===== src/hdl/synth_prog_regs.svh =====
// Register offsets, field positions, reset values and table constants of the programming block.
`ifndef SYNTH_PROG_REGS_SVH
`define SYNTH_PROG_REGS_SVH
`define REG_FREQ_A_OFS   8'h00
`define REG_FREQ_B_OFS   8'h04
`define REG_STATUS_OFS   8'h08
`define REG_CTRL_OFS     8'h0c
`define SHIFT_LEN        24
`define WORD_LSB         2
`define FREQ_A_FIELD_LSB 5
`define FREQ_RESET       22'h000000
`define REF_RESET        16'h0008
`define CTRL_PD_BIT      0
`define CP1_UA_G00       8'h32
`define CP1_UA_G10       8'h4b
`define CP1_UA_G01       8'h7d
`define CP1_UA_G11       8'hc8
`define CP2_X2_G00       3'h2
`define CP2_X2_G10       3'h3
`define CP2_X2_G01       3'h5
`define CP2_X2_G11       3'h0
`endif


===== src/hdl/synth_prog_pkg.sv =====
// Types shared by the serial programming and phase detector control block.
package synth_prog_pkg;
  // Serial link framing states, one-hot.
  typedef enum logic [1:0] {
    LINK_IDLE  = 2'b01,
    LINK_FRAME = 2'b10
  } link_state_t;
  // One frequency word: 15-bit M count, 4-bit A count, gain pair, sense bit.
  typedef struct packed {
    logic [14:0] m_count;
    logic [3:0]  a_count;
    logic        gain_sel_hi;
    logic        gain_sel_lo;
    logic        sense;
  } freq_word_t;
  // Reference word: ratio, two phase detector control bits, prescaler pair.
  typedef struct packed {
    logic [12:0] ref_ratio;
    logic        comp_output_enable;
    logic        lock_gate_enable;
    logic        prescaler_low;
  } ref_word_t;
  // Charge pump controls. Multiplier is in halves; code 0 stands for x4 (eight halves).
  typedef struct packed {
    logic       cp1_on;
    logic       cp2_on;
    logic       pump_source;
    logic [7:0] cp1_current_ua;
    logic [2:0] cp2_mult_x2;
  } pump_ctrl_t;
  // Whole state of the main block.
  typedef struct packed {
    link_state_t link;
    logic [23:0] shift;
    logic [4:0]  bit_cnt;
    logic        clk_prev;
    logic        ref_prev;
    logic        rf_prev;
    freq_word_t  word_a;
    freq_word_t  word_b;
    ref_word_t   refw;
    logic [3:0]  swallow;
    logic [7:0]  load_cnt;
    logic        power_down;
    logic        ack;
    logic [31:0] rdata;
    logic [14:0] m_out;
    logic [3:0]  a_out;
    pump_ctrl_t  pump;
    logic        lock_n;
    logic        rf_pin;
    logic        ref_pin;
    logic        presc_out;
  } core_state_t;
endpackage


===== src/hdl/pin_sync.sv =====
// Two flip-flop synchroniser for a bundle of asynchronous pins.
`timescale 1ns/100ps
`default_nettype none
module pin_sync #(
  parameter int WIDTH = 7
) (
  input  wire logic             sys_clk,
  input  wire logic             reset,
  input  wire logic [WIDTH-1:0] pins_async,
  output logic      [WIDTH-1:0] pins_sync
);
  // First stage feeds only the second stage.
  typedef struct packed {
    logic [WIDTH-1:0] meta;
    logic [WIDTH-1:0] stable;
  } sync_state_t;
  sync_state_t s_ff;
  sync_state_t nxt_s;

  // Next value: shift the pins through two stages.
  always_comb begin
    nxt_s.meta   = pins_async;
    nxt_s.stable = s_ff.meta;
  end

  // State register.
  always_ff @(posedge sys_clk) begin
    if (reset) begin
      s_ff <= '0;
    end else begin
      s_ff <= nxt_s;
    end
  end

  assign pins_sync = s_ff.stable;
endmodule
`default_nettype wire


===== src/hdl/ref_divider.sv =====
// Programmable reference divider counting reference ticks.
`timescale 1ns/100ps
`default_nettype none
module ref_divider #(
  parameter int RATIO_W = 13
) (
  input  wire logic               sys_clk,
  input  wire logic               reset,
  input  wire logic               tick,
  input  wire logic [RATIO_W-1:0] ratio,
  output logic                    div_pulse
);
  typedef struct packed {
    logic [RATIO_W-1:0] cnt;
    logic               pulse;
  } div_state_t;
  div_state_t s_ff;
  div_state_t nxt_s;
  logic       wrap;

  // Wrap when the count reaches the ratio; ratio 0 acts as 1, and a ratio lowered
  // below the running count wraps at once rather than running out to 8191.
  always_comb begin
    nxt_s       = s_ff;
    nxt_s.pulse = 1'b0;
    wrap        = (RATIO_W'(s_ff.cnt + 1'b1) >= ratio);
    if (tick) begin
      if (wrap) begin
        nxt_s.cnt   = '0;
        nxt_s.pulse = 1'b1;
      end else begin
        nxt_s.cnt = RATIO_W'(s_ff.cnt + 1'b1);
      end
    end
  end

  // State register.
  always_ff @(posedge sys_clk) begin
    if (reset) begin
      s_ff <= '0;
    end else begin
      s_ff <= nxt_s;
    end
  end

  assign div_pulse = s_ff.pulse;

  property p_ratio_one;
    @(posedge sys_clk) disable iff (reset)
    (tick && ratio <= RATIO_W'(1)) |=> div_pulse;
  endproperty
  a_ratio_one: assert property (p_ratio_one) else $error("Ratio one must pass every tick.");
endmodule
`default_nettype wire


===== src/hdl/synth_prog.sv =====
// Serial programming, word buffers and phase detector control of the synthesiser.
`timescale 1ns/100ps
`default_nettype none
`include "synth_prog_regs.svh"
module synth_prog
  import synth_prog_pkg::*;
(
  input  wire logic        sys_clk,
  input  wire logic        reset,
  input  wire logic        wb_cyc_i,
  input  wire logic        wb_stb_i,
  input  wire logic        wb_we_i,
  input  wire logic [7:0]  wb_adr_i,
  input  wire logic [3:0]  wb_sel_i,
  input  wire logic [31:0] wb_dat_i,
  output logic      [31:0] wb_dat_o,
  output logic             wb_ack_o,
  input  wire logic        ser_data,
  input  wire logic        ser_clk,
  input  wire logic        ser_enable,
  input  wire logic        freq_word_select,
  input  wire logic        lock_window,
  input  wire logic        ref_osc,
  input  wire logic        rf_div_in,
  output logic      [14:0] m_count,
  output logic      [3:0]  a_count,
  output logic      [3:0]  swallow_count_bits,
  output logic             prescaler_low,
  output pump_ctrl_t       pump,
  output logic             lock_indicator_n,
  output logic             rf_divider_out,
  output logic             ref_divider_out
);
  logic [6:0]  pins_s;      // Synchronised pins.
  logic        data_s;      // Serial data after synchronising.
  logic        clk_s;       // Serial clock after synchronising.
  logic        en_s;        // Serial enable after synchronising.
  logic        sel_s;       // Frequency word select after synchronising.
  logic        lock_s;      // Lock window comparator after synchronising.
  logic        ref_tick;    // One-cycle pulse per reference oscillator rise.
  logic        rf_tick;     // One-cycle pulse per RF divider rise.
  logic        ref_div;     // Reference divider output pulse.
  logic        clk_rise;    // Serial clock rising edge seen this cycle.
  logic        frame_end;   // Enable fell: the frame closes now.
  logic [1:0]  dest;        // Destination code {dest_code_hi, dest_code_lo}.
  logic        wb_req;      // Bus request present.
  logic        wb_wr;       // Write takes effect this cycle.
  logic        comp_en;     // Comparison outputs allowed.
  freq_word_t  active;      // Word steering dividers and phase detector.
  logic [31:0] rd_mux;      // Read data before registering.
  core_state_t s_ff;        // Whole state.
  core_state_t nxt_s;       // Next state.

  // All pins come from outside the clock domain, so each passes two flops.
  // The pins share one synchroniser, so data and clock keep their relative skew.
  pin_sync #(
    .WIDTH (7)
  ) u_sync (
    .sys_clk    (sys_clk),
    .reset      (reset),
    .pins_async ({rf_div_in, ref_osc, lock_window, freq_word_select,
                  ser_enable, ser_clk, ser_data}),
    .pins_sync  (pins_s)
  );

  assign data_s = pins_s[0];
  assign clk_s  = pins_s[1];
  assign en_s   = pins_s[2];
  assign sel_s  = pins_s[3];
  assign lock_s = pins_s[4];

  // Edges are found on the synchronised copies only.
  // Reading the first stage here would let a metastable level reach the logic.
  assign ref_tick = pins_s[5] & ~s_ff.ref_prev;
  assign rf_tick  = pins_s[6] & ~s_ff.rf_prev;

  // Reference divider follows the reference word's ratio.
  // A new ratio takes effect at the next reference tick, with no restart.
  ref_divider #(
    .RATIO_W (13)
  ) u_refdiv (
    .sys_clk   (sys_clk),
    .reset     (reset),
    .tick      (ref_tick),
    .ratio     (s_ff.refw.ref_ratio),
    .div_pulse (ref_div)
  );

  // Data and clock share one synchroniser depth, so their skew is preserved.
  assign clk_rise  = clk_s & ~s_ff.clk_prev & en_s;
  assign frame_end = (s_ff.link == LINK_FRAME) & ~en_s;
  assign dest      = s_ff.shift[1:0];
  assign wb_req    = wb_cyc_i & wb_stb_i;
  assign wb_wr     = wb_req & s_ff.ack & wb_we_i;
  assign active    = sel_s ? s_ff.word_a : s_ff.word_b;
  assign comp_en   = s_ff.refw.comp_output_enable & ~s_ff.power_down;

  // Read multiplexer; unmapped offsets read as zero.
  // The address is decoded whole, so aliases of a register read zero too.
  always_comb begin
    rd_mux = 32'h0000_0000;
    unique case (wb_adr_i)
      `REG_FREQ_A_OFS: rd_mux = {10'h000, s_ff.word_a};
      `REG_FREQ_B_OFS: rd_mux = {10'h000, s_ff.word_b};
      `REG_STATUS_OFS: rd_mux = {s_ff.load_cnt, 1'b0, s_ff.link == LINK_FRAME,
                                 lock_s, sel_s, s_ff.swallow, s_ff.refw};
      `REG_CTRL_OFS:   rd_mux = {31'h0000_0000, s_ff.power_down};
      default:         rd_mux = 32'h0000_0000;
    endcase
  end

  // Next state of link, buffers, bus slave and registered outputs.
  always_comb begin
    nxt_s          = s_ff;
    nxt_s.clk_prev = clk_s;
    nxt_s.ref_prev = pins_s[5];
    nxt_s.rf_prev  = pins_s[6];

    // Link framing: the shift register fills only inside an enable frame.
    // Loads ignore power-down: this path stays alive while the rest sleeps.
    unique case (s_ff.link)
      LINK_IDLE: begin
        // The bit count restarts with each frame, so no frame inherits an old count.
        if (en_s) begin
          nxt_s.link    = LINK_FRAME;
          nxt_s.bit_cnt = 5'h00;
        end
      end
      LINK_FRAME: begin
        if (clk_rise) begin
          nxt_s.shift   = {s_ff.shift[22:0], data_s};
          if (s_ff.bit_cnt != 5'h1f) begin
            nxt_s.bit_cnt = 5'(s_ff.bit_cnt + 1'b1);
          end
        end
        // A frame without clock edges reloads a buffer from the old shift contents.
        if (frame_end) begin
          nxt_s.link     = LINK_IDLE;
          nxt_s.load_cnt = 8'(s_ff.load_cnt + 1'b1);
          // The unused buffers keep their contents, so the other word steers on.
          unique case (dest)
            2'b00: nxt_s.word_a = s_ff.shift[23:`WORD_LSB];
            2'b10: nxt_s.word_b = s_ff.shift[23:`WORD_LSB];
            2'b01: nxt_s.swallow = s_ff.shift[`FREQ_A_FIELD_LSB+3:`FREQ_A_FIELD_LSB];
            2'b11: nxt_s.refw = s_ff.shift[17:`WORD_LSB];
          endcase
        end
      end
    endcase

    // Wishbone slave: ack one cycle after the request, dropped in the next cycle.
    // A request is taken only while ack is low, so a held strobe gets an answer every second cycle.
    // Writes land on the edge at which the master sees ack, never earlier.
    nxt_s.ack = wb_req & ~s_ff.ack;
    if (wb_req & ~s_ff.ack) begin
      nxt_s.rdata = rd_mux;
    end
    if (wb_wr && wb_adr_i == `REG_CTRL_OFS && wb_sel_i[0]) begin
      nxt_s.power_down = wb_dat_i[`CTRL_PD_BIT];
    end

    // Divider controls from the active word.
    // The select pin may toggle in any cycle; the dividers follow three edges later, two of them in the synchroniser.
    nxt_s.m_out     = active.m_count;
    nxt_s.presc_out = s_ff.refw.prescaler_low;
    if (s_ff.refw.prescaler_low) begin
      nxt_s.a_out = {1'b0, active.a_count[2:0]};
    end else begin
      nxt_s.a_out = active.a_count;
    end

    // Gain table.
    // The pump 2 multiplier is kept in halves so that 1.5 and 2.5 stay exact.
    unique case ({active.gain_sel_hi, active.gain_sel_lo})
      2'b00: begin
        nxt_s.pump.cp1_current_ua = `CP1_UA_G00;
        nxt_s.pump.cp2_mult_x2    = `CP2_X2_G00;
      end
      2'b10: begin
        nxt_s.pump.cp1_current_ua = `CP1_UA_G10;
        nxt_s.pump.cp2_mult_x2    = `CP2_X2_G10;
      end
      2'b01: begin
        nxt_s.pump.cp1_current_ua = `CP1_UA_G01;
        nxt_s.pump.cp2_mult_x2    = `CP2_X2_G01;
      end
      2'b11: begin
        nxt_s.pump.cp1_current_ua = `CP1_UA_G11;
        nxt_s.pump.cp2_mult_x2    = `CP2_X2_G11;
      end
    endcase

    // Pump direction: sense 0 sources on RF lag.
    // Sense swaps the pins as well, so an external detector sees the same sense.
    nxt_s.pump.pump_source = ~active.sense;

    // Pump 1 is off with only the output bit set; lock may gate it.
    // Power-down stops both pumps but never the load path above.
    nxt_s.pump.cp1_on = ~s_ff.power_down
                        & ~(s_ff.refw.comp_output_enable & ~s_ff.refw.lock_gate_enable)
                        & ~(s_ff.refw.lock_gate_enable & lock_s);
    nxt_s.pump.cp2_on = ~s_ff.power_down;
    nxt_s.lock_n      = ~lock_s;

    // Comparison pins, swapped by the sense bit and gated by the enable.
    // An RF pulse passes straight through; only the reference is divided here.
    nxt_s.rf_pin  = comp_en & (active.sense ? ref_div : rf_tick);
    nxt_s.ref_pin = comp_en & (active.sense ? rf_tick : ref_div);
  end

  // State register with synchronous reset.
  // The reference word resets to ratio one, so the divider never stalls.
  // The lock indicator resets high: no lock is claimed before the comparator settles.
  always_ff @(posedge sys_clk) begin
    if (reset) begin
      s_ff        <= '0;
      s_ff.link   <= LINK_IDLE;
      s_ff.word_a <= `FREQ_RESET;
      s_ff.word_b <= `FREQ_RESET;
      s_ff.refw   <= `REF_RESET;
      s_ff.lock_n <= 1'b1;
    end else begin
      s_ff <= nxt_s;
    end
  end

  // Outputs straight from flip-flops.
  // Registered outputs keep synchroniser and decode glitches off the pins.
  assign wb_dat_o           = s_ff.rdata;
  assign wb_ack_o           = s_ff.ack;
  assign m_count            = s_ff.m_out;
  assign a_count            = s_ff.a_out;
  assign swallow_count_bits = s_ff.swallow;
  assign prescaler_low      = s_ff.presc_out;
  assign pump               = s_ff.pump;
  assign lock_indicator_n   = s_ff.lock_n;
  assign rf_divider_out     = s_ff.rf_pin;
  assign ref_divider_out    = s_ff.ref_pin;

  // Each clock rise inside a frame shifts one bit in at the bottom.
  property p_shift_in;
    @(posedge sys_clk) disable iff (reset)
    (s_ff.link == LINK_FRAME && clk_rise) |=> s_ff.shift == {$past(s_ff.shift[22:0]), $past(data_s)};
  endproperty
  a_shift_in: assert property (p_shift_in) else $error("Shift register did not take the bit MSB first.");

  // Code 00 loads word a on the edge after the frame closes.
  property p_load_a;
    @(posedge sys_clk) disable iff (reset)
    (frame_end && dest == 2'b00) |=> s_ff.word_a == $past(s_ff.shift[23:2]);
  endproperty
  a_load_a: assert property (p_load_a) else $error("Word a not loaded at enable fall.");

  // Code 11 loads the reference word and leaves word a alone.
  property p_load_ref;
    @(posedge sys_clk) disable iff (reset)
    (frame_end && dest == 2'b11) |=> s_ff.refw == $past(s_ff.shift[17:2]) && $stable(s_ff.word_a);
  endproperty
  a_load_ref: assert property (p_load_ref) else $error("Reference word load wrong.");

  // Only a closing frame may change a buffer; shifting never does.
  property p_hold;
    @(posedge sys_clk) disable iff (reset)
    !frame_end |=> $stable(s_ff.word_a) && $stable(s_ff.word_b) && $stable(s_ff.refw);
  endproperty
  a_hold: assert property (p_hold) else $error("Buffer changed outside a frame end.");

  // Select high puts the M count of word a on the divider.
  property p_select;
    @(posedge sys_clk) disable iff (reset)
    sel_s |=> m_count == $past(s_ff.word_a.m_count);
  endproperty
  a_select: assert property (p_select) else $error("Select high did not steer word a.");

  // Gain code 01 gives the 125 uA pump 1 current.
  property p_gain;
    @(posedge sys_clk) disable iff (reset)
    ({active.gain_sel_hi, active.gain_sel_lo} == 2'b01) |=> pump.cp1_current_ua == 8'h7d;
  endproperty
  a_gain: assert property (p_gain) else $error("Gain code 01 must give 125 uA.");

  // Pump direction follows the sense bit of the active word.
  property p_sense;
    @(posedge sys_clk) disable iff (reset)
    1'b1 |=> pump.pump_source == !$past(active.sense);
  endproperty
  a_sense: assert property (p_sense) else $error("Pump direction does not follow sense.");

  // The output bit alone switches pump 1 off.
  property p_cp1_off;
    @(posedge sys_clk) disable iff (reset)
    (s_ff.refw.comp_output_enable && !s_ff.refw.lock_gate_enable) |=> !pump.cp1_on;
  endproperty
  a_cp1_off: assert property (p_cp1_off) else $error("Pump 1 on with only output bit set.");

  // In lock with gating on, the indicator is low and pump 1 is off.
  property p_lock;
    @(posedge sys_clk) disable iff (reset)
    (lock_s && s_ff.refw.lock_gate_enable) |=> !lock_indicator_n && !pump.cp1_on;
  endproperty
  a_lock: assert property (p_lock) else $error("Lock did not pull indicator low and stop pump 1.");

  // Disabled comparison pins stay low.
  property p_comp_off;
    @(posedge sys_clk) disable iff (reset)
    !comp_en |=> !rf_divider_out && !ref_divider_out;
  endproperty
  a_comp_off: assert property (p_comp_off) else $error("Comparison pin active while disabled.");

  // The 8/9 pair leaves the top A count bit at zero.
  property p_a_three;
    @(posedge sys_clk) disable iff (reset)
    s_ff.refw.prescaler_low |=> !a_count[3];
  endproperty
  a_a_three: assert property (p_a_three) else $error("A count used four bits in 8/9 mode.");

  // Frames close only after the legal bit counts; a miscounting shift path trips this.
  property p_frame_len;
    @(posedge sys_clk) disable iff (reset)
    frame_end |-> s_ff.bit_cnt == ((dest == 2'b11) ? 5'h12 : 5'h18);
  endproperty
  a_frame_len: assert property (p_frame_len) else $error("Frame closed after a wrong bit count.");
endmodule
`default_nettype wire


===== config.mk =====
export PLATFORM = sky130hd
export DESIGN_NAME = synth_prog
export DESIGN_NICKNAME = d
export VERILOG_FILES = /design/src/hdl/synth_prog_pkg.sv /design/src/hdl/pin_sync.sv /design/src/hdl/ref_divider.sv /design/src/hdl/synth_prog.sv
export VERILOG_INCLUDE_DIRS = /design/src /design/src/hdl
export SDC_FILE = /design/constraint.sdc
export NUM_CORES = 1
export LEC_CHECK = 0
export ABC_CLOCK_PERIOD_IN_PS = 2900
export BUFFER_PORTS_ARGS = -buffer_cell sky130_fd_sc_hd__buf_2
export CAP_MARGIN = 5
export CORE_UTILIZATION = 56
export CTS_CLUSTER_DIAMETER = 100
export DETAILED_ROUTE_END_ITERATION = 8
export GPL_ROUTABILITY_DRIVEN = 0
export GPL_TIMING_DRIVEN = 0
export PLACE_DENSITY = 0.81
export SLEW_MARGIN = 20
export SYNTH_ARGS = -nofsm -noshare
export SYNTH_HDL_FRONTEND = slang
export SYNTH_SLANG_ARGS = --single-unit

===== constraint.sdc =====
create_clock -name sys_clk -period 2.9 [get_ports sys_clk]
set_input_delay 0.29 -clock sys_clk [delete_from_list [all_inputs] [get_ports sys_clk]]
set_output_delay 0.29 -clock sys_clk [all_outputs]
set_load 0.01 [all_outputs]

# Word level (Yosys, flattened, before mapping)
# Index checks and enable logic that the tools add are counted.
[classes]
add_sub_neg = 2
multipliers = 0
div = 0
order_cmp = 1
eq_ne = 13
n_shift = 0
mux = 10
bitwise_logic = 28
reduce_logical = 14
[ops]
columns = ["op", "count"]
rows = [
  ["one-hot mux 32 bit (4 select lines)", 1],
  ["one-hot mux 11 bit (4 select lines)", 1],
  ["two-way mux 22 bit", 1],
  ["AND 1 bit", 16],
  ["equality test 8 x 4 -> 1 bit, second input constant", 2],
  ["adder 13 x 1 -> 13 bit, second input constant", 1],
  ["greater-or-equal comparator 13 bit", 1],
  ["two-way mux 13 bit", 1],
  ["inverter 1 bit", 12],
  ["AND reduction 3 bit", 4],
  ["equality test 2 bit, second input constant", 5],
  ["adder 8 x 1 -> 8 bit, second input constant", 1],
  ["equality test 8 x 3 -> 1 bit, second input constant", 1],
  ["zero test 8 bit", 1],
  ["equality test 2 x 1 -> 1 bit, second input constant", 3],
  ["AND reduction 2 bit", 3],
  ["zero test 2 bit", 2],
  ["two-way mux 2 bit", 2],
  ["one-hot mux 2 bit (2 select lines)", 1],
  ["OR reduction 2 bit", 2],
  ["two-way mux 1 bit", 3],
  ["logical AND 1 bit", 2],
  ["inequality test 2 x 1 -> 1 bit, second input constant", 1],
  ["inequality test 2 bit, second input constant", 1],
]
[totals]
ff_bits = 200
latch_bits = 0
mem_bits_rw = 0
romBits = 0
in_bits = 56
out_inout_bits = 74
wordCells = 108
mem_count = 0

# Logic depth before layout (Yosys ltp)
[depth]
ltp_word = 5
ltp_mapped = 12
depth_no_buf = 11

# By module
# A second synthesis with hierarchy kept.
[hier_totals]
hier_cells = 931
area_unflattened_um2 = 8256.7
[modules_own_cells]
columns = ["module", "n_inst", "cells_per_inst", "area_each_um2", "seq_area_each_um2"]
rows = [
  ["synth_prog", 1, 772, 6791.5, 3323.2],
  ["ref_divider", 1, 130, 1057.3, 280.3],
  ["pin_sync", 1, 29, 407.9, 280.3],
]

# Worst setup path before layout
# No wires, ideal clock.
[synth_timing]
path_kind = "register to register"
from = "register u_refdiv.s_ff[1] (netlist bit)"
to = "register u_refdiv.s_ff[7] (netlist bit)"
setup_time_ns = 0.117
arrival_ns = 2.354
required_ns = 2.783
slack_ns = 0.430
stages_incl_launch_ff = 13
n_path_buf = 1
period_less_slack_ns = 2.470
path_cell_list = "dfxtp_1 > ha_1 > nand2_1 > nor3_2 > and3_1 > xor2_2 > ha_1 > nand4_1 > a2111oi_4 > o21ai_2 > and3_4 > buf_6 > a22o_1"
[synth_via]
elab_chain_len = 3
[synth_lines]
columns = ["item", "line_no", "rtl"]
rows = [
  ["from (decl)", "ref_divider.sv:17", "div_state_t s_ff;"],
  ["from (signal assigned)", "ref_divider.sv:42", "s_ff <= nxt_s;"],
  ["adder 13 x 1 -> 13 bit *", "ref_divider.sv:26, ref_divider.sv:32", ""],
  ["greater-or-equal comparator 13 bit", "ref_divider.sv:26", "wrap = (RATIO_W'(s_ff.cnt + 1'b1) >= ratio);"],
  ["two-way mux 13 bit *", "ref_divider.sv:28", "if (wrap) begin"],
]
# Every way passes the cells marked *; elsewhere a longest branch is shown, timed or not.
# A chain may end at the register's enable or synchronous reset.

# Worst setup path in the final report
[layout_timing]
from = "register u_refdiv.s_ff[2] (netlist bit)"
to = "register u_refdiv.s_ff[10] (netlist bit)"
# Same word-level chain as after synthesis.

==> impl_metrics.ini <==
[routing]
ant_nets = 0
drc = 0
drt-total-wl_um = 18800
drt_pass1_iterations = 5
drt-initial-drc-count = 440
vias = 6469
viasPerCell = 5.31
wl_per_cell_um = 15.5

[sta]
hold_viol_final = 0
worst_pin_slew_ns = 0.663
fin_ws_ns = 0.190
finalMaxSlewViolations = 0
layout_min_cycle_time_ns = 2.71
finalSetupTns_ns = 0
fmax_mhz = 369
setup_viol = 0
holdWs_ns = 0.0577
rsz0062_at_grt = false
fin_skew_ns = 0.00839
period_share = 0.934
relSlewSlack = 0.556

[finish]
fin_cells = 1218
nets = 1098
areaGrowthSynthToFinish_pct = 15.6
fin_area_sq_um = 9440
layout-drive-gt1-share = 0.224
post-route-util = 0.672

[synth]
synth_area_leaders = dfxtp_1 48%, mux2i_1 7.8%, nand2_1 7.7%, buf_4 6.8%, a21oi_1 4.5%
syn_area_sq_um = 8170
synth_cell_types = 51
syn_inst = 913
synth.most_common_cell = dfxtp_1
synthArstFlopShare = 0
synth-edff-count = 0
synth_area_per_cell_sq_um = 8.94
synth-seq-cells = 194
ys_top_cells_by_count = 194 x dfxtp_1, 167 x nand2_1, 91 x nor2_1
synth_top_area_share = 0.476
syn_nets = 987
ys_seq_area_frac = 0.476
yosysTopAreaCell = dfxtp_1
ys_warn_count = 0
synth_flop_cell = dfxtp_1

[floorplanning]
ios = 130
die-area_sq_um = 15100
die-width_um = 123
die_y_um = 123
rows = 43
coreArea_sq_um = 14000
start_util = 0.581

[clocking]
tritoncts = done
cts_buffer_depth = 2
cts_max_level = 4
clk_latency_ns = 0.44
postCtsSetupBuffers = 0
clkSinkCount = 194
cts_buffers = 17
cts.clk_slew.worst_paths_ns = 0.06
cts_root_buf = clkbuf_16

[critical_path]
critical_path_arrival_ns = 3.04
slowest_delay_ns = 0.35
required_ns = 3.23
path_class = reg -> reg
reg2regPathDepth = 12
worstPathCellList = ha_2 > nand2_1 > nor3_4 > and3_1 > xor2_2 > ha_1 > nand4_1 > a2111oi_4 > o21ai_2 > and3_4 > buf_6 > a22o_1
critPathBufInv = 1
worstSetupStartpointType = flip-flop
cp_max_fo = 10
worstReg2RegStart = u_refdiv.s_ff[2]
r2r_end = u_refdiv.s_ff[10]
startpoint = u_refdiv.s_ff[2]
r2r_slack_ns = 0.19
cpMaxStageDelayCell = dfxtp_1
crit_path_end_kind = flip-flop
crit_family = simple AND/OR/NAND/NOR gates

[placement]
placed_area_sq_um = 8850
placed_cells = 1185
numPortBuffers = 92
hpwl_um = 13200
place_ws_ns = 0.144

[worst_hold_path]
min_to = u_sync.nxt_s[3]
holdPathStages = 2
hp-class = in -> reg
min_from = freq_word_select

[pwr]
vdd_ir_drop_max_v = 0.000372
p_leak_nw = 4.02
p_per_area_nw_per_um2 = 550
finalPower_mw = 5.19

[global_route]
grt_first_pass_wirelength_um = 29700
track_usage = 0.263
grt.overflow.total = 0
grt_pass1_vias = 5974
grt_max_degree = 17
antenna_found_initial = 0

[run_status]
status = complete, no violations

[run]
drv_cap = 0
==> cell type report <==
cell class              instances  area, sq um
inverters                      19         71.3
diodes                          1         2.50
repair buffers                 92          460
clock inverters                 8         77.6
well taps                     180          225
plain buffers                 123          764
clock buffers                  24          492
fillers                      1183         4600
flip-flops and latches        194         3890
multi-input cells             577         3460
==> logic make-up (layout without fill, tap and decap cells) <==
logic type,after synthesis,count (layout),synth area share
compound gates,146,146,0.110
simple gates,325,325,0.178
mux,68,68,0.0853
flops,194,194,0.476
xor+xnor,19,19,0.0213
buf+inv,142,266,0.102
fa+ha+maj,18,18,0.0276
other cells,1,2,0.000459
==> worst register-to-register path, delay by kind of cell (launching register included) <==
family	cells	cell delay, ns
fa+ha+maj	2	0.55
xor+xnor	1	0.09
flops	1	0.35
simple gates	5	0.89
compound gates	3	0.59
buf+inv	1	0.14
==> how the worst max path moves through the flow <==
stage                                    to  slack [ns]  depth (start not counted)
after floorplan            u_refdiv.s_ff[7]        0.43                         12
after global placement     u_refdiv.s_ff[8]        0.16                         12
after detailed placement  u_refdiv.s_ff[10]        0.14                         12
after CTS                 u_refdiv.s_ff[10]        0.07                         12
after global routing      u_refdiv.s_ff[10]        0.01                         12
final                     u_refdiv.s_ff[10]        0.19                         12
==> power breakdown <==
part | switching [mW] | internal, mW
combinational | 0.145 | 0.0719
clock | 0.998 | 1.27
sequential | 0.0149 | 2.69
total | 1.16 | 4.03
==> what timing repair did <==
item	CTS	global route
setup endpoints to repair	0	10
resized for setup	0	6
hold buffers	0	0
==> cell usage in the layout (no fill, tap or decap), types with 8 or more instances in the layout <==
cell type  synthesis  layout
nand2_1          167     167
a21oi_1           73      73
inv_1             19      19
clkbuf_16          0      17
o21ai_0           23      23
xor2_1             8       8
nor2_1            91      90
a22o_1            11      11
nor2b_1           26      26
xnor2_1           10      10
mux2i_1           64      64
ha_1              18      17
buf_2             14     106
dfxtp_1          194     191
buf_4             74      74
a22oi_1           31      31
clkbuf_1          32      35
==> state kept, by name, indices dropped and copies added, names as in the netlist, 2 cells and up <==
| register | count |
|---|---|
| wb_dat_o | 31 |
| s_ff | 95 |
| u_sync.nxt_s | 7 |
| swallow_count_bits | 4 |
| dest | 2 |
| u_sync.pins_sync | 7 |
| u_refdiv.s_ff | 13 |
| m_count | 15 |
| pump | 9 |
| a_count | 4 |
==> routing by layer <==
layer  part of all wire  GRT usage  up-vias  wire [um]
li1                   -          -     3191          -
met1               0.44      0.333     3037       8220
met2               0.47      0.423      198       8820
met3              0.065     0.0604       43       1230
met4              0.030      0.127        0        567
met5                  0          0        -          0
(Power assumes the default switching activity.)
